--- src/servo_seq_regs.svh ---
// Purpose: Constants for the servo sequence monitor.
// Assumes: Speeds in r/min as unsigned 16-bit magnitudes, times in ms.
// Notes:   Included by the package and the design modules.
`ifndef SERVO_SEQ_REGS_SVH
`define SERVO_SEQ_REGS_SVH

`define SPEED_W              16
`define ZERO_SPEED_DEFAULT   16'h0032
`define AT_SPEED_DEFAULT     16'h0032
`define THRESH_MIN           16'h000a
`define THRESH_MAX           16'h4e20
`define HYSTERESIS_RPM       16'h000a
`define UV_TRIP_DEFAULT      1'b1
`define POWER_OFF_DISABLE    16'h03e8
`define OT_SEQ_DEFAULT       2'h0
`define OT_SEQ_DB_THEN_ZERO  2'h0
`define OT_SEQ_ZERO_TORQUE   2'h1
`define OT_SEQ_ESTOP         2'h2
`define CLOCK_KHZ            125000
`define MS_TICK_CYCLES       17'd125000

`endif

--- src/servo_seq_pkg.sv ---
// Purpose: Types shared by the servo sequence monitor files.
// Assumes: Constants come from the register header.
// Notes:   Nothing here is imported; users write the package name.
`include "servo_seq_regs.svh"

package servo_seq_pkg;

  typedef struct packed {
    logic [`SPEED_W-1:0] zero_speed_threshold;
    logic [`SPEED_W-1:0] at_speed_threshold;
    logic                undervoltage_trip_select;
    logic [`SPEED_W-1:0] power_off_detect_time;
    logic [1:0]          overtravel_stop_sequence;
  } servo_cfg_t;

  typedef struct packed {
    logic zero_speed_flag;
    logic speed_match_flag;
    logic at_speed_flag;
  } speed_flags_t;

  typedef struct packed {
    logic dynamic_brake;
    logic zero_torque_ccw;
    logic zero_torque_cw;
    logic emergency_stop;
    logic hold_deviation;
  } stop_action_t;

  typedef enum logic [1:0] {
    PWR_ON      = 2'b00,
    PWR_DISENG  = 2'b01,
    PWR_TRIPPED = 2'b10
  } pwr_state_t;

endpackage

--- src/speed_hyst_cmp.sv ---
// Purpose: Magnitude comparator with a hysteresis band around a threshold.
// Assumes: Speeds are signed two's complement r/min values.
// Notes:   Mode below asserts under the threshold, otherwise above it.
`include "servo_seq_regs.svh"

module speed_hyst_cmp (
  input  wire logic                       clock,
  input  wire logic                       rst_n,
  input  wire logic                       below_mode,
  input  wire logic signed [`SPEED_W:0]   value,
  input  wire logic        [`SPEED_W-1:0] threshold,
  output logic                            flag
);

  logic              flag_ff;
  logic              nxt_flag;
  logic [`SPEED_W:0] mag;
  logic [`SPEED_W:0] upper;
  logic [`SPEED_W:0] lower;

  // Magnitude only, so either rotation direction compares alike.
  always_comb begin
    mag   = value[`SPEED_W] ? (`SPEED_W+1)'(-value) : value;
    upper = {1'b0, threshold} + {1'b0, `HYSTERESIS_RPM};
    lower = (threshold > `HYSTERESIS_RPM) ? {1'b0, threshold - `HYSTERESIS_RPM}
                                          : {(`SPEED_W+1){1'b0}};
    nxt_flag = flag_ff;
    if (below_mode) begin
      if (mag < lower) begin
        nxt_flag = 1'b1;
      end else if (mag > upper) begin
        nxt_flag = 1'b0;
      end
    end else begin
      if (mag > upper) begin
        nxt_flag = 1'b1;
      end else if (mag < lower) begin
        nxt_flag = 1'b0;
      end
    end
  end

  always_ff @(posedge clock or negedge rst_n) begin
    if (!rst_n) begin
      flag_ff <= 1'b0;
    end else begin
      flag_ff <= nxt_flag;
    end
  end

  assign flag = flag_ff;

endmodule

--- src/servo_sequence_monitor.sv ---
// Purpose: Speed status flags, main power loss handling and over-travel stop selection.
// Assumes: 125 MHz clock; speeds arrive as synchronous signed r/min samples.
// Notes:   Power and inhibit pins pass a three-stage synchroniser.
`include "servo_seq_regs.svh"

module servo_sequence_monitor (
  input  wire logic                        clock,
  input  wire logic                        rst_n,
  input  wire servo_seq_pkg::servo_cfg_t   cfg,
  input  wire logic signed [`SPEED_W:0]    motor_speed,
  input  wire logic signed [`SPEED_W:0]    command_speed,
  input  wire logic                        servo_on_request,
  input  wire logic                        main_power_ok_pin,
  input  wire logic                        bus_voltage_low_pin,
  input  wire logic                        ccw_travel_inhibit,
  input  wire logic                        cw_travel_inhibit,
  input  wire logic                        motor_stalled,
  input  wire logic                        alarm_clear,
  output servo_seq_pkg::speed_flags_t      flags,
  output logic                             servo_engaged,
  output logic                             main_undervoltage_alarm,
  output logic                             main_power_lost,
  output servo_seq_pkg::stop_action_t      stop_action
);

  // ************************************************************
  // Pin synchronisers
  // ************************************************************
  // Each pin shifts through three flops, and a new level is taken only once
  // the second and third stages agree, which rejects single-cycle glitches.
  logic [2:0] pwr_sync_ff;
  logic [2:0] bus_sync_ff;
  logic [2:0] ccw_sync_ff;
  logic [2:0] cw_sync_ff;
  logic [2:0] nxt_pwr_sync;
  logic [2:0] nxt_bus_sync;
  logic [2:0] nxt_ccw_sync;
  logic [2:0] nxt_cw_sync;
  logic       pwr_ok_ff;
  logic       bus_low_ff;
  logic       ccw_inh_ff;
  logic       cw_inh_ff;
  logic       nxt_pwr_ok;
  logic       nxt_bus_low;
  logic       nxt_ccw_inh;
  logic       nxt_cw_inh;

  // The current level is kept while the last two stages disagree.
  function automatic logic settle(input logic [2:0] s, input logic cur);
    settle = (s[1] == s[2]) ? s[2] : cur;
  endfunction

  // Only the second stage reads the first stage.
  always_comb begin
    nxt_pwr_sync = {pwr_sync_ff[1:0], main_power_ok_pin};
    nxt_bus_sync = {bus_sync_ff[1:0], bus_voltage_low_pin};
    nxt_ccw_sync = {ccw_sync_ff[1:0], ccw_travel_inhibit};
    nxt_cw_sync  = {cw_sync_ff[1:0], cw_travel_inhibit};
    nxt_pwr_ok   = settle(pwr_sync_ff, pwr_ok_ff);
    nxt_bus_low  = settle(bus_sync_ff, bus_low_ff);
    nxt_ccw_inh  = settle(ccw_sync_ff, ccw_inh_ff);
    nxt_cw_inh   = settle(cw_sync_ff, cw_inh_ff);
  end

  always_ff @(posedge clock or negedge rst_n) begin
    if (!rst_n) begin
      // Power resets to present so that start-up never reports a false loss.
      pwr_sync_ff <= 3'h7;
      bus_sync_ff <= 3'h0;
      ccw_sync_ff <= 3'h0;
      cw_sync_ff  <= 3'h0;
      pwr_ok_ff   <= 1'b1;
      bus_low_ff  <= 1'b0;
      ccw_inh_ff  <= 1'b0;
      cw_inh_ff   <= 1'b0;
    end else begin
      pwr_sync_ff <= nxt_pwr_sync;
      bus_sync_ff <= nxt_bus_sync;
      ccw_sync_ff <= nxt_ccw_sync;
      cw_sync_ff  <= nxt_cw_sync;
      pwr_ok_ff   <= nxt_pwr_ok;
      bus_low_ff  <= nxt_bus_low;
      ccw_inh_ff  <= nxt_ccw_inh;
      cw_inh_ff   <= nxt_cw_inh;
    end
  end

  // ************************************************************
  // Speed flags
  // ************************************************************
  logic signed [`SPEED_W:0] speed_diff;
  logic                     zero_flag;
  logic                     match_flag;
  logic                     at_flag;

  // The match flag applies the zero speed threshold to the command error.
  // Two speeds within the rated range differ by a value that fits 17 bits.
  always_comb begin
    speed_diff = (`SPEED_W+1)'(command_speed - motor_speed);
  end

  // Each comparator holds its flag while the value sits inside the band.
  speed_hyst_cmp u_zero (
    .clock       (clock),
    .rst_n       (rst_n),
    .below_mode  (1'b1),
    .value       (motor_speed),
    .threshold   (cfg.zero_speed_threshold),
    .flag        (zero_flag)
  );

  speed_hyst_cmp u_match (
    .clock       (clock),
    .rst_n       (rst_n),
    .below_mode  (1'b1),
    .value       (speed_diff),
    .threshold   (cfg.zero_speed_threshold),
    .flag        (match_flag)
  );

  speed_hyst_cmp u_at (
    .clock       (clock),
    .rst_n       (rst_n),
    .below_mode  (1'b0),
    .value       (motor_speed),
    .threshold   (cfg.at_speed_threshold),
    .flag        (at_flag)
  );

  assign flags.zero_speed_flag  = zero_flag;
  assign flags.speed_match_flag = match_flag;
  assign flags.at_speed_flag    = at_flag;

  // ************************************************************
  // Millisecond tick and power-off timer
  // ************************************************************
  // The tick runs free from reset, so a detection time of N is met after
  // between N-1 and N whole milliseconds of continuous loss.
  logic [16:0]         tick_cnt_ff;
  logic [16:0]         nxt_tick_cnt;
  logic                ms_tick;
  logic [`SPEED_W-1:0] off_ms_ff;
  logic [`SPEED_W-1:0] nxt_off_ms;
  logic                detect_done;

  always_comb begin
    ms_tick      = (tick_cnt_ff == `MS_TICK_CYCLES - 17'd1);
    nxt_tick_cnt = ms_tick ? 17'd0 : tick_cnt_ff + 17'd1;
    nxt_off_ms   = off_ms_ff;
    // The off counter saturates so a long outage never wraps back to zero.
    if (pwr_ok_ff) begin
      nxt_off_ms = '0;
    end else if (ms_tick && off_ms_ff != 16'hffff) begin
      nxt_off_ms = off_ms_ff + 16'h0001;
    end
    // Loss is declared only once the shutoff lasts the programmed time.
    detect_done = !pwr_ok_ff && (off_ms_ff >= cfg.power_off_detect_time);
  end

  always_ff @(posedge clock or negedge rst_n) begin
    if (!rst_n) begin
      tick_cnt_ff <= 17'd0;
      off_ms_ff   <= 16'h0000;
    end else begin
      tick_cnt_ff <= nxt_tick_cnt;
      off_ms_ff   <= nxt_off_ms;
    end
  end

  // ************************************************************
  // Main power sequence
  // ************************************************************
  servo_seq_pkg::pwr_state_t state_ff;
  servo_seq_pkg::pwr_state_t nxt_state;
  logic                      trip_mode;

  always_comb begin
    // A detection time of 1000 forces the tripping behaviour.
    trip_mode = cfg.undervoltage_trip_select
              || (cfg.power_off_detect_time == `POWER_OFF_DISABLE);
    nxt_state = state_ff;
    case (state_ff)
      servo_seq_pkg::PWR_ON: begin
        // A bus collapse with main power lost trips whatever the selection is, while a loss with
        // the servo off is ignored until the servo is requested again.
        if (bus_low_ff && !pwr_ok_ff) begin
          nxt_state = servo_seq_pkg::PWR_TRIPPED;
        end else if (detect_done && servo_on_request) begin
          if (trip_mode) begin
            nxt_state = servo_seq_pkg::PWR_TRIPPED;
          end else begin
            nxt_state = servo_seq_pkg::PWR_DISENG;
          end
        end
      end
      servo_seq_pkg::PWR_DISENG: begin
        if (bus_low_ff && !pwr_ok_ff) begin
          nxt_state = servo_seq_pkg::PWR_TRIPPED;
        end else if (pwr_ok_ff) begin
          // Restored power alone brings the servo back, with no clear needed.
          nxt_state = servo_seq_pkg::PWR_ON;
        end
      end
      servo_seq_pkg::PWR_TRIPPED: begin
        // The trip is held until it is cleared with power and bus voltage back.
        if (alarm_clear && pwr_ok_ff && !bus_low_ff) begin
          nxt_state = servo_seq_pkg::PWR_ON;
        end
      end
      default: begin
        nxt_state = servo_seq_pkg::PWR_ON;
      end
    endcase
  end

  always_ff @(posedge clock or negedge rst_n) begin
    if (!rst_n) begin
      // Reset starts in the on state and the synchronised power pin decides.
      state_ff <= servo_seq_pkg::PWR_ON;
    end else begin
      state_ff <= nxt_state;
    end
  end

  // Engagement follows the request only while the sequence is in the on state.
  // Power lost is reported even with the servo off, so the host can see it.
  assign main_undervoltage_alarm = (state_ff == servo_seq_pkg::PWR_TRIPPED);
  assign servo_engaged   = servo_on_request && (state_ff == servo_seq_pkg::PWR_ON);
  assign main_power_lost = detect_done;

  // ************************************************************
  // Over-travel stop sequence
  // ************************************************************
  // The action is registered so the host sees a steady level.
  servo_seq_pkg::stop_action_t nxt_action;
  servo_seq_pkg::stop_action_t action_ff;
  logic                        inhibit_any;

  // Torque is released only toward a side whose inhibit is active.
  function automatic servo_seq_pkg::stop_action_t stall_torque(
    input logic stalled,
    input logic ccw_inh,
    input logic cw_inh
  );
    servo_seq_pkg::stop_action_t act;
    act                 = '0;
    act.hold_deviation  = 1'b1;
    act.zero_torque_ccw = stalled && ccw_inh;
    act.zero_torque_cw  = stalled && cw_inh;
    stall_torque        = act;
  endfunction

  always_comb begin
    inhibit_any = ccw_inh_ff || cw_inh_ff;
    nxt_action  = '0;
    if (inhibit_any) begin
      // Setting 3 names no sequence and falls back to the brake sequence.
      case (cfg.overtravel_stop_sequence)
        `OT_SEQ_DB_THEN_ZERO: begin
          nxt_action = stall_torque(motor_stalled, ccw_inh_ff, cw_inh_ff);
          nxt_action.dynamic_brake = !motor_stalled;
        end
        `OT_SEQ_ZERO_TORQUE: begin
          nxt_action = stall_torque(1'b1, ccw_inh_ff, cw_inh_ff);
        end
        `OT_SEQ_ESTOP: begin
          nxt_action = stall_torque(motor_stalled, ccw_inh_ff, cw_inh_ff);
          nxt_action.emergency_stop = !motor_stalled;
        end
        default: begin
          nxt_action = stall_torque(motor_stalled, ccw_inh_ff, cw_inh_ff);
          nxt_action.dynamic_brake = !motor_stalled;
        end
      endcase
    end
  end

  always_ff @(posedge clock or negedge rst_n) begin
    if (!rst_n) begin
      action_ff <= '0;
    end else begin
      action_ff <= nxt_action;
    end
  end

  assign stop_action = action_ff;

endmodule

--- config.mk ---
export PLATFORM = sky130hd
export DESIGN_NAME = servo_sequence_monitor
export DESIGN_NICKNAME = d
export VERILOG_FILES = /design/src/servo_seq_pkg.sv /design/src/speed_hyst_cmp.sv /design/src/servo_sequence_monitor.sv
export VERILOG_INCLUDE_DIRS = /design/src /design/src/src
export SDC_FILE = /design/constraint.sdc
export NUM_CORES = 1
export LEC_CHECK = 0
export BUFFER_PORTS_ARGS = -buffer_cell sky130_fd_sc_hd__buf_2
export CAP_MARGIN = 20
export CORE_UTILIZATION = 60
export CTS_CLUSTER_DIAMETER = 80
export DETAILED_ROUTE_END_ITERATION = 10
export PLACE_DENSITY_LB_ADDON = 0.12
export SYNTH_ARGS = -nofsm -noshare
export SYNTH_HDL_FRONTEND = slang
export SYNTH_SLANG_ARGS = --single-unit
--- constraint.sdc ---
create_clock -name clock -period 7.1 [get_ports clock]
set_clock_uncertainty 0.05 [all_clocks]
set_input_delay 0.71 -clock clock [delete_from_list [all_inputs] [get_ports clock]]
set_output_delay 0.71 -clock clock [all_outputs]
set_load 0.02 [all_outputs]
# Word level (Yosys, flattened, before mapping)
# Index checks and enable logic that the tools add are counted.
[word_totals]
ff_bits = 59
in_bits = 94
out_inout_bits = 11
wordCells = 93
[classes]
addsub = 9
magnitude_cmp = 9
n_eq_ne = 14
n_mux = 22
reduce_logical = 20
[op_table]
columns = ["cell", "n"]
rows = [
  ["$mux 16", 4],
  ["$gt 17x17->1", 3],
  ["$lt 17x17->1", 3],
  ["$mux 17", 3],
  ["$add 16x4->17 const B", 2],
  ["$neg 17->17", 2],
  ["$gt 16x4->1 const B", 2],
  ["$sub 16x4->16 const B", 2],
  ["$add 17x1->17 const B", 1],
  ["$eq 17x17->1 const B", 1],
  ["$sub 17x17->17", 1],
  ["$add 16x1->16 const B", 1],
  ["$eq 16x10->1 const B", 1],
  ["$ge 16x16->1", 1],
  ["$ne 16x16->1 const B", 1],
  ["$mux 2", 6],
  ["$pmux 5 s2", 1],
  ["$logic_and 1x1->1", 9],
  ["$reduce_bool 2->1", 4],
  ["$mux 1", 6],
  ["$ne 3x3->1 const B", 2],
  ["$pmux 2 s3", 1],
  ["$mux 5", 1],
  ["$eq 1x1->1", 4],
  ["7 further kinds", 12],
]

# Logic depth before layout (Yosys ltp)
# Gate-level depths: netlist of the first run.
[logic_depth]
ltp_word = 6
ltp_mapped = 21
ltp_nobuf = 20

# Hierarchy
# From an unflattened synthesis of the first run, not the netlist that was laid out.
[hier_totals]
cells_unflattened = 1131
hier_area_um2 = 8879.8
[by_module_without_submodules]
columns = ["mod", "instances", "cells_per_inst", "area_each_um2"]
rows = [
  ["servo_sequence_monitor", 1, 399, 3687.3],
  ["speed_hyst_cmp at u_match ...", 2, 245, 1717.9],
  ["speed_hyst_cmp at u_at", 1, 242, 1756.7],
]

# Least setup slack after synthesis of the first run
# No wires, ideal clock.
[synth_timing]
path_type = "input-to-reg"
startpoint = "input port motor_speed[1]"
endpoint = "register u_match.flag_ff (netlist: u_match.flag)"
arrival_ns = 4.561
required_time_ns = 6.963
setup_slack_ns = 2.402
stages = 17
path_cell_list = "inv_1 -> ha_1 -> nor2b_1 -> o2111a_1 -> or4_1 -> a31oi_1 -> nand4_1 -> a2111oi_0 -> a21oi_1 -> xnor2_1 -> ha_1 -> a211oi_1 -> o21ai_0 -> a2111oi_0 -> a211oi_2 -> a21o_1 -> o211ai_1"
[synth_between]
elab_chain_len = 5
elab_cells_between_ends = 7
[synth_rtl]
columns = ["item", "line", "text"]
rows = [
  ["start, declared", "servo_sequence_monitor.sv:10", "input wire logic signed [`SPEED_W:0] motor_speed,"],
  ["$sub 17x17->17 *", "servo_sequence_monitor.sv:99", "speed_diff = (`SPEED_W+1)'(command_speed - motor_speed);"],
  ["$neg 17->17", "speed_hyst_cmp.sv:23", "mag = value[`SPEED_W] ? (`SPEED_W+1)'(-value) : value;"],
  ["$mux 17 *", "speed_hyst_cmp.sv:23", ""],
  ["$lt 17x17->1 / $gt 17x17->1 (equally long branches)", "speed_hyst_cmp.sv:29, speed_hyst_cmp.sv:31", ""],
  ["$mux 1 / $reduce_bool 2->1 (equally long branches)", "--", ""],
  ["end signal, assigned", "speed_hyst_cmp.sv:47", "flag_ff <= nxt_flag;"],
  ["end, declared", "speed_hyst_cmp.sv:15", "logic flag_ff;"],
]
# Mark *: on every way between the ends. The rest lies on a longest branch, timed or not.
# A chain may end at the register's enable or synchronous reset.

# Worst setup path after layout of the first run
# Ends and elaborated chain as after synthesis.

==> key figures, run 1 <==
Synth
  • Syn Nets: 1180
  • Cell taking the most area after synthesis: ha_1
  • Synth cell count leaders: ha_1 (138), nand2_1 (94), nor2_1 (68), inv_1 (60), xnor2_1 (57)
  • Synthesis-stage register bit count: 59
  • Synth top area cells: ha_1 (23%), dfrtp_1 (18%), xnor2_1 (6.5%)
  • Syn_area_per_cell: 8.089 sq um
  • Mux cell area share after synthesis: less than 1%
  • Count leader, synth: ha_1
  • Distinct cells, synth: between 60 and 70
  • Post-synth EDFFs: 0
  • Synth Instances: between 900 and 1000
  • Synth Area in Adders: 23.33%
  • Synth Cell Area: 7660 sq um
  • Top_reg_cell synth: dfrtp_1
  • Seq/Total Area, Yosys: 19.34%
  • Post-synth top area share: 22.54%
  • Xor and xnor area share after synthesis: 12.81%
  • Post-synth ARST share: 100.0%
  • Synth Warn #: 0
  • Simple-gate share of the synthesized area: 22.15%
  • Main combinational cell family by area after synthesis: adder cells
  • Synth Area in Compound Gates: about 17%

Timing
  • Final Cycle Share: 70.92%
  • RSZ-0062 raised after global routing: no
  • Worst setup margin: 2.064 ns
  • Final min period: ~5.0 ns
  • Final slew viol count: 0
  • Slew HR: between 40% and 50%
  • Max Fclk: 198.6 MHz
  • Final hold vios: 0
  • Setup violations, final: 0
  • Worst hold slack: 0.2978 ns
  • Worst-margin pin slew: between 0.8 and 0.9 ns
  • Setup TNS: 0 ns

Global route
  • Largest net degree at the start of global routing: 60
  • First-pass GRT wire length: roughly 31000 microns
  • Gr usage total: 29.07%
  • Total gr overflow: 0
  • Number of global-route vias before repair: 6663
  • Antenna violations before repair: 0

Power and ir drop
  • P per Cell Area: 176.3 nW/um^2
  • Clock share of power: 31.3%
  • VDD IR-drop max: 0.0002409 V
  • Flop pwr share: 24.1%
  • Internal power: roughly 0.00097 W
  • Sw Ratio: 36.15%
  • Psw: around 0.00055 W
  • Comb pwr share: between 40% and 50%
  • Leak: 4.277 nW

Worst setup path
  • Crit path DAT: approximately 5.2 ns
  • R2R setup slack: 3.79 ns
  • WP data required: between 7 and 8 ns
  • CP Max Fanout: 7
  • Crit-path cells: buf_2, inv_1, ha_1, nor2b_1, o2111a_1, or4_1, a31oi_1, nand4_1, a2111oi_0, a21oi_1, xnor2_1, ha_1, a211oi_1, o21ai_0, a2111oi_0, a211oi_2, a21o_1, o211ai_1
  • Crit-path slowest cell: a2111oi_0
  • Largest stage delay, worst path: 0.58 ns
  • Top delay family on crit path: compound AO/OA/AOI/OAI gates
  • CP Capture Type: flop
  • Critical path class: in -> reg
  • Setup crit start kind: input pin
  • Worst Path Buf+Inv: 2

Routing
  • Initial DRC count: about 460
  • Vias per cell: 5.911
  • DRT Pass-1 Iters: 5
  • Routed Antenna Nets: 0
  • DR DRC count: 0
  • Routed wire length: 18630 microns
  • Wire per inst: 15.40 microns
  • Vias: 7152

Finish
  • Post-Layout Cell Count: 1210
  • Total Nets Final: 1270
  • Synthesis-to-layout area growth: 12.45%
  • N_diodes: 0
  • Fin area: around 8600 sq um
  • Share of cells above drive strength 1: 13.15%

Place
  • GPL Wtd Cong: 0.9226
  • IO buf count: 104
  • Dpl cells: 1194
  • Setup slack at placement: 1.782 ns
  • Post-DP Area: 8284 sq um
  • Dpl hpwl: between 10000 and 15000 microns

CTS
  • Sink Count: 59
  • Clk Latency, worst-skew pair: 0.33 ns
  • CTS max path bufs: 2
  • Clock Pin Slew Worst Setup and Hold Paths: about 0.050 ns
  • CTS tree: built
  • CTS HTree Levels: 3
  • Post-CTS setup buffer count: 0
  • CTS root buffer: clkbuf_16
  • CTS Buf Count: 9
  • # hold bufs at CTS: 0
  • Post-CTS Resized: 0

Floorplan
  • Die ar.: 13220 sq um
  • Rows: 40
  • # IOs: 105
  • Core area: 12210 sq um
  • Initial Utilization: 62.73%
  • Die height: ~110 microns
  • DIE WIDTH: around 110 microns

Run
  • MaxCap Viol Count: 0

Outcome
  • Outcome: finished, final reports clean

Worst hold path
  • Class of the worst hold path: reg -> reg
power groups by stage:
stage | clock, W | sequential [W] | combinational (W)
after global routing | 0.000497 | 0.000367 | 0.000767
final | 0.000475 | 0.000365 | 0.000678
after CTS | 0.000481 | 0.000365 | 0.000673
after detailed placement | 0 | 0.000370 | 0.000670
after floorplan | 0 | 0.000367 | 0.000499
after global placement | 0 | 0.000371 | 0.000653
cell type report:
class,instances,area (sq um)
Clock inverter,4,72.57
Clock buffer,12,256.5
Multi-Input combinational cell,799,5817
Sequential cell,59,1481
Inverter,60,225.2
Fill cell,1071,3598
Tap cell,168,210.2
Timing Repair Buffer,108,550.5
registers in the layout (all words and copies together), names as in the netlist:
signal	flops
u_match.flag	1
pwr_sync_ff	3
state_ff	2
stop_action	5
cw_sync_ff	3
ccw_inh_ff	1
tick_cnt_ff	17
bus_low_ff	1
cw_inh_ff	1
ccw_sync_ff	3
pwr_ok_ff	1
u_at.flag	1
off_ms_ff	16
bus_sync_ff	3
u_zero.flag	1
metrics by stage:
stage / util [%] / power [W]
after detailed placement: 67.84 / 0.001040
after global routing: 70.53 / 0.001631
after global placement: 67.84 / 0.001023
final: 70.53 / 0.001519
after floorplan: - / 0.0008667
after CTS: 70.53 / 0.001519
per-layer routing:
layer	routed length [microns]	track usage (%)	part of all wire (%)	vias up
met5	0	0	0	-
met4	287	7.273	1.5	0
met3	886	4.323	4.8	24
met2	8647	49.20	46	201
met1	8807	38.88	47	3317
li1	-	-	-	3610
worst paths after layout:
| kind | startpoint | to | depth (start not counted) |
|---|---|---|---|
| max | motor_speed[1] | u_match.flag | 18 |
| min | ccw_sync_ff[0] | ccw_sync_ff[1] | 0 |
| max reg2reg | tick_cnt_ff[12] | off_ms_ff[14] | 8 |
| min reg2reg | ccw_sync_ff[0] | ccw_sync_ff[1] | 0 |
| max in group asynchronous | rst_n | stop_action[1] | 2 |
| min in group asynchronous | rst_n | off_ms_ff[1] | 2 |
layout by cell type (no fill, tap or decap), types with 3 or more instances in the layout:
| cell type | instances |
|---|---|
| a2111o_1 | 4 |
| a2111oi_0 | 4 |
| a211oi_1 | 7 |
| a21o_1 | 32 |
| a21oi_1 | 54 |
| a31oi_1 | 10 |
| and2_1 | 4 |
| and3_1 | 10 |
| and4_1 | 3 |
| buf_2 | 104 |
| buf_4 | 4 |
| clkbuf_16 | 9 |
| dfrtp_1 | 55 |
| dfstp_2 | 4 |
| ha_1 | 138 |
| inv_1 | 60 |
| maj3_1 | 4 |
| nand2_1 | 94 |
| nand2b_1 | 12 |
| nand3_1 | 34 |
| nand4_1 | 34 |
| nor2_1 | 68 |
| nor2b_1 | 16 |
| nor3_1 | 17 |
| nor3b_1 | 6 |
| nor4_1 | 13 |
| o2111ai_1 | 4 |
| o211ai_1 | 7 |
| o21a_1 | 7 |
| o21ai_0 | 44 |
| o221ai_1 | 3 |
| o31ai_1 | 6 |
| or2_2 | 4 |
| or3_1 | 10 |
| or4_1 | 6 |
| xnor2_1 | 57 |
| xor2_1 | 55 |
cells by family (layout without fill, tap and decap cells):
kind of cell,count (synthesis),in the layout
compound gates,202,202
fa+ha+maj,143,143
simple gates,339,339
xor+xnor,112,112
buf+inv,89,184
mux,3,3
flops,59,59
Power figures use the tool's default switching activity.
==> run 2: changes to the inputs <==
Clock period 7.1 ns to 5.2 ns, I/O delays scaled along.
==> run 2 against run 1 <==
  * Count of clock-buffer cells in the layout unchanged
  * Cell area decreased by 0.10%
  * Largest power group unchanged
  * Critical endpoint unchanged
  * Die area unchanged
  * Critical path type unchanged
  * Worst setup slack got worse by 1.7 ns
==> key figures, run 2 (same netlist as run 1, synthesis figures left out) <==
Finish
  • Register with the most flip-flops: tick_cnt_ff
  • Share of cells above drive strength 1: 13.30%
  • Most frequent cells in the layout: ha_1 (138), buf_2 (104), nand2_1 (94)
  • Fillers: 1063
  • N_diodes: 0
  • Total Nets Final: 1273
  • Synthesis-to-layout area growth: 12.33%
  • Flip-flop count of the largest register, all copies and words added: 17
  • Commonest non-fill, non-tap cell in the layout: ha_1
  • Fin area: 8605 sq um

CTS
  • CTS root buffer: clkbuf_16
  • Post-CTS setup buffer count: 0
  • CTS Buf Count: 9
  • Sink Count: just under 60
  • Post-CTS Resized: 0
  • Clock Pin Slew Worst Setup and Hold Paths: 0.05 ns
  • Clk Latency, worst-skew pair: between 0.3 and 0.4 ns
  • CTS tree: built
  • CTS max path bufs: 2
  • CTS HTree Levels: 3
  • # hold bufs at CTS: 0

Run
  • MaxCap Viol Count: 0

Floorplan
  • Rows: 40
  • # IOs: 105
  • DIE WIDTH: roughly 110 microns
  • Initial Utilization: between 60% and 70%
  • Die ar.: 13220 sq um
  • Core area: approximately 12000 sq um
  • Die height: 115.0 microns

Worst setup path
  • CP Max Fanout: 7
  • Crit-path cells: buf_2, inv_1, ha_1, nor2b_1, o2111a_1, or4_1, a31oi_1, nand4_1, a2111oi_0, a21oi_1, xnor2_1, ha_1, a211oi_1, o21ai_0, a2111oi_0, a211oi_2, a21o_1, o211ai_1
  • WP data required: 5.40 ns
  • Crit-path slowest cell: a2111oi_0
  • Largest stage delay, worst path: 0.54 ns
  • CP Capture Type: flop
  • Reg2reg path depth: 8
  • Beginning of the worst register-to-register path: tick_cnt_ff[12]
  • R2R setup slack: 1.88 ns
  • Crit path DAT: 5.00 ns
  • Worst Path Buf+Inv: 2
  • Critical path class: in -> reg
  • Top delay family on crit path: compound AO/OA/AOI/OAI gates
  • Critical R2R Capture: off_ms_ff[14]
  • Setup crit start kind: input pin

Worst hold path
  • HP Start: main_power_ok_pin
  • WHS Path Cells: 1
  • Min-Delay Endpoint: pwr_sync_ff[0]
  • Class of the worst hold path: in -> reg

Timing
  • Final slew viol count: 0
  • Max Fclk: roughly 210 MHz
  • Final min period: 4.794 ns
  • Setup violations, final: 0
  • RSZ-0062 raised after global routing: no
  • Worst-margin pin slew: 0.8315 ns
  • Setup TNS: 0 ns
  • Final hold vios: 0
  • Slew HR: 43.96%
  • Worst hold slack: ~0.24 ns
  • Final Cycle Share: 92.19%

Routing
  • DR DRC count: 0
  • Routed Antenna Nets: 0
  • Wire per inst: 14.75 microns
  • Vias: 7045
  • Routed wire length: 17890 microns
  • Initial DRC count: 392
  • Vias per cell: 5.808
  • DRT Pass-1 Iters: 5

Global route
  • Total gr overflow: 0
  • Gr usage total: between 20 and 30%
  • First-pass GRT wire length: 29660 microns
  • Largest net degree at the start of global routing: 60
  • Number of global-route vias before repair: approximately 6400
  • Antenna violations before repair: 0

Place
  • GPL Wtd Cong: 0.8919
  • Post-DP Area: 8307 sq um
  • IO buf count: 104
  • Dpl hpwl: 14820 microns

Power and ir drop
  • PnR Total Power: between 0.002 and 0.0025 W
  • VDD IR-drop max: 0.0002009 V
  • P per Cell Area: 234.5 nW/um^2
  • Leak: 4.275 nW

Outcome
  • Outcome: finished, final reports clean
==> run 2: worst max path at each step <==
stage	from	endpoint	slack [ns]	cells past startpoint
detailed placement	motor_speed[1]	u_match.flag	0.06	18
CTS	motor_speed[1]	u_match.flag	0.39	18
global route	motor_speed[0]	u_match.flag	0.002	18
finish	motor_speed[1]	u_match.flag	0.41	18
global placement	motor_speed[1]	u_match.flag	0.21	18
floorplan	motor_speed[1]	u_match.flag	0.69	17
==> run 2: metal layers <==
layer,up-vias,track usage [%],part of all wire [%]
met3,16,3.532,4.6
met4,0,5.281,0.87
met2,158,47.27,46
met1,3255,38.45,49
met5,-,0,0
li1,3616,-,-
==> run 2: area by class of cell <==
cell class              count  area, sq um  area share, %
clock buffers              12        246.5          2.865
clock inverters             4        51.30         0.5962
inverters                  60        225.2          2.617
multi-input cells         799         5817          67.60
flip-flops and latches     59         1481          17.22
well taps                 168        210.2          2.443
repair buffers            111        573.1          6.660
==> run 2: through the flow <==
stage	utilization [%]	instances	worst slack, ns
2_1_floorplan	-	947	0.6922
3_3_place_gp	68.02	1197	0.2069
3_5_place_dp	68.02	1197	0.05765
4_1_cts	70.46	1213	0.3937
5_1_grt	70.46	1213	0.002450
6_report	70.46	1213	0.4060
==> run 2: report_power, final <==
group	internal, W	leakage, nW	switching, W
sequential	0.000481	0.750	0.0000176
clock	0.000383	0.143	0.000201
combinational	0.000404	3.38	0.000531
total	0.00127	4.28	0.000750
==> run 3: changes to the inputs <==
Settings changed: ABC_AREA set to 1.
==> run 3 against run 2 <==
  * Wire length rose by 24%
  * Register-to-register slack improved by 1.1 ns
  * Total power is 2.6% higher
  * Critical path type unchanged
  * Largest power group unchanged
==> key figures, run 3 <==
Outcome
  • Outcome: finished, final reports clean

Finish
  • Fillers: 1259
  • Multi-input gate area: 6213 sq um
  • Layout Utilization: 68.96%
  • Commonest non-fill, non-tap cell in the layout: nand2_1
  • Synthesis-to-layout area growth: 11.68%
  • Flip-flop count of the largest register, all copies and words added: 17
  • Share of cells above drive strength 1: 11.78%
  • Total Nets Final: 1637
  • FF/Latch Area: 1481 sq um
  • Fin area: 9572 sq um
  • Most frequent cells in the layout: nand2_1 (288), inv_1 (205), ha_1 (138)
  • Register with the most flip-flops: tick_cnt_ff

Timing
  • Max Fclk: 269.2 MHz
  • Final slew viol count: 0
  • Worst-margin pin slew: 0.7434 ns
  • Worst hold slack: around 0.25 ns
  • Setup TNS: 0 ns
  • Final hold vios: 0
  • Slew HR: 49.98%
  • Final min period: 3.715 ns
  • Final Cycle Share: 71.44%
  • RSZ-0062 raised after global routing: no
  • Setup violations, final: 0

Place
  • IO buf count: 104
  • GPL Wtd Cong: 0.9331
  • Post-DP Area: 9240 sq um
  • Dpl hpwl: 18200 microns

Global route
  • Antenna violations before repair: 0
  • Total gr overflow: 0
  • Gr usage total: 30.66%
  • Number of global-route vias before repair: 8196
  • Largest net degree at the start of global routing: 60
  • First-pass GRT wire length: 36430 microns

Synth
  • Count leader, synth: nand2_1
  • Synthesis-stage register bit count: 59
  • Synth Cell Area: around 8600 sq um
  • Post-synth top area share: 20.15%
  • Synth cell count leaders: nand2_1 (288), inv_1 (205), ha_1 (138), nor2_1 (120), nand3_1 (115)
  • Synth top area cells: ha_1 (20%), dfrtp_1 (16%), nand2_1 (13%)
  • Syn Nets: 1536
  • Distinct cells, synth: between 40 and 50
  • Syn_area_per_cell: 6.578 sq um
  • Synth Warn #: 0
  • Cell taking the most area after synthesis: ha_1
  • Post-synth EDFFs: 0
  • Post-synth ARST share: 100.0%
  • Top_reg_cell synth: dfrtp_1
  • Seq/Total Area, Yosys: 17.28%
  • Synth Instances: around 1300

Floorplan
  • Core area: 13880 sq um
  • Die height: 121.5 microns
  • Initial Utilization: 61.75%
  • # IOs: 105
  • DIE WIDTH: 121.5 microns
  • Rows: 43
  • Die ar.: 14770 sq um

CTS
  • CTS Buf Count: 9
  • Post-CTS Resized: 0
  • CTS HTree Levels: 3
  • Post-CTS setup buffer count: 0
  • Sink Count: 59
  • CTS max path bufs: 2
  • Clk Latency, worst-skew pair: 0.32 ns
  • CTS root buffer: clkbuf_16
  • CTS tree: built
  • # hold bufs at CTS: 0
  • Clock Pin Slew Worst Setup and Hold Paths: 0.05 ns

Worst setup path
  • Cell mode on critical path: nand2_1
  • Largest stage delay, worst path: 0.40 ns
  • CP Max Fanout: 12
  • WP data required: around 5.4 ns
  • CP Capture Type: flop
  • Crit-path slowest cell: fa_1
  • Crit-path cells: buf_2, ha_1, fa_1, inv_1, nand3_1, nand2_2, nand2_2, nand2_1, nand3_2, nand3_1, nand2_4, inv_2, nand2_1, nand3_1, nand2_1, ha_1, nand4_1, nor3_1, nand3_1, o211ai_1, nand2_1, nand2_1, nand2_1
  • Critical path class: in -> reg
  • Crit path DAT: 3.87 ns
  • Setup crit start kind: input pin

Worst hold path
  • Class of the worst hold path: in -> reg

Run
  • MaxCap Viol Count: 0

Power and ir drop
  • PnR Total Power: 0.002069 W
  • P per Cell Area: between 200 and 250 nW/um^2
  • VDD IR-drop max: 0.0001689 V
  • Leak: 5.176 nW

Routing
  • DRT Pass-1 Iters: 8
  • DR DRC count: 0
  • Length of routed met2 wiring: 10320 microns
  • Wire length on met1: 10200 microns
  • Initial DRC count: a little over 500
  • Routed Antenna Nets: 0
  • Wire per inst: 13.89 microns
  • Met3 WL: 1079 microns
  • Vias per cell: 5.600
  • Routed wire length: 22110 microns
  • Vias: 8909
  • Top layer in use: met4
[run 3: cell count changes after synthesis, moves of 10 or more]
cell / delta
clkbuf_1: -14
nand2_2: +10
nand2b_1: -12
a21oi_1: +10
nor2_1: +52
xnor2_1: -52
nand2_1: +194
inv_1: +145
or3_1: -10
nor2b_1: -16
nand3_1: +81
a21o_1: -32
nand4_1: +11
nor3_1: +29
[run 3: cells by family (layout without fill, tap and decap cells)]
| family | count (synthesis) | after routing | synth area share, % |
|---|---|---|---|
| simple gates | 664 | 664 | 34.98 |
| buf+inv | 225 | 331 | 10.22 |
| compound gates | 146 | 146 | 9.752 |
| fa+ha+maj | 143 | 143 | 20.85 |
| xor+xnor | 66 | 66 | 6.920 |
| flops | 59 | 59 | 17.28 |
| other cells | 0 | 2 | 0 |
[run 3: cell type report]
cell class | count | area share [%]
clock buffers | 9 | 2.353
multi-input cells | 1019 | 64.92
clock inverters | 7 | 1.059
diodes | 2 | 0.05229
well taps | 180 | 2.353
repair buffers | 105 | 5.516
inverters | 210 | 8.275
flip-flops and latches | 59 | 15.48
[run 3: worst max-delay path: cells and delay by family]
kind	cells	cell delay [ns]
compound gates	1	0.18
fa+ha+maj	3	0.92
buf+inv	3	0.42
simple gates	16	1.83
[run 3: path summary, 6_finish.rpt]
check                      slack [ns]         startpoint              to  cells past startpoint
setup / recovery                 1.48     motor_speed[0]    u_match.flag                     23
hold / removal                   0.25  cw_travel_inhibit   cw_sync_ff[0]                      1
setup reg to reg                 2.96       off_ms_ff[0]    off_ms_ff[7]                     10
hold reg to reg                  0.30     ccw_sync_ff[0]  ccw_sync_ff[1]                      0
max in group asynchronous        4.32              rst_n  tick_cnt_ff[7]                      2
min in group asynchronous        0.29              rst_n   off_ms_ff[15]                      2
[run 3: layer usage]
layer | vias to the layer above | track usage [%]
met2 | 257 | 53.73
met4 | 0 | 8.796
li1 | 4543 | -
met5 | - | 0
met1 | 4066 | 39.64
met3 | 43 | 3.102
[run 3: report_power, final]
| part | switching, W | total, W | internal [W] |
|---|---|---|---|
| combinational | 0.000582 | 0.000928 | 0.000346 |
| clock | 0.000214 | 0.000636 | 0.000422 |
| sequential | 0.0000197 | 0.000505 | 0.000486 |
| total | 0.000816 | 0.00207 | 0.00125 |
[run 3: metrics by stage]
stage / setup WS (ns) / instances
2_1_floorplan: 1.777 / 1303
3_3_place_gp: 1.252 / 1573
3_5_place_dp: 1.179 / 1573
4_1_cts: 1.487 / 1589
5_1_grt: 1.084 / 1589
6_report: 1.485 / 1591
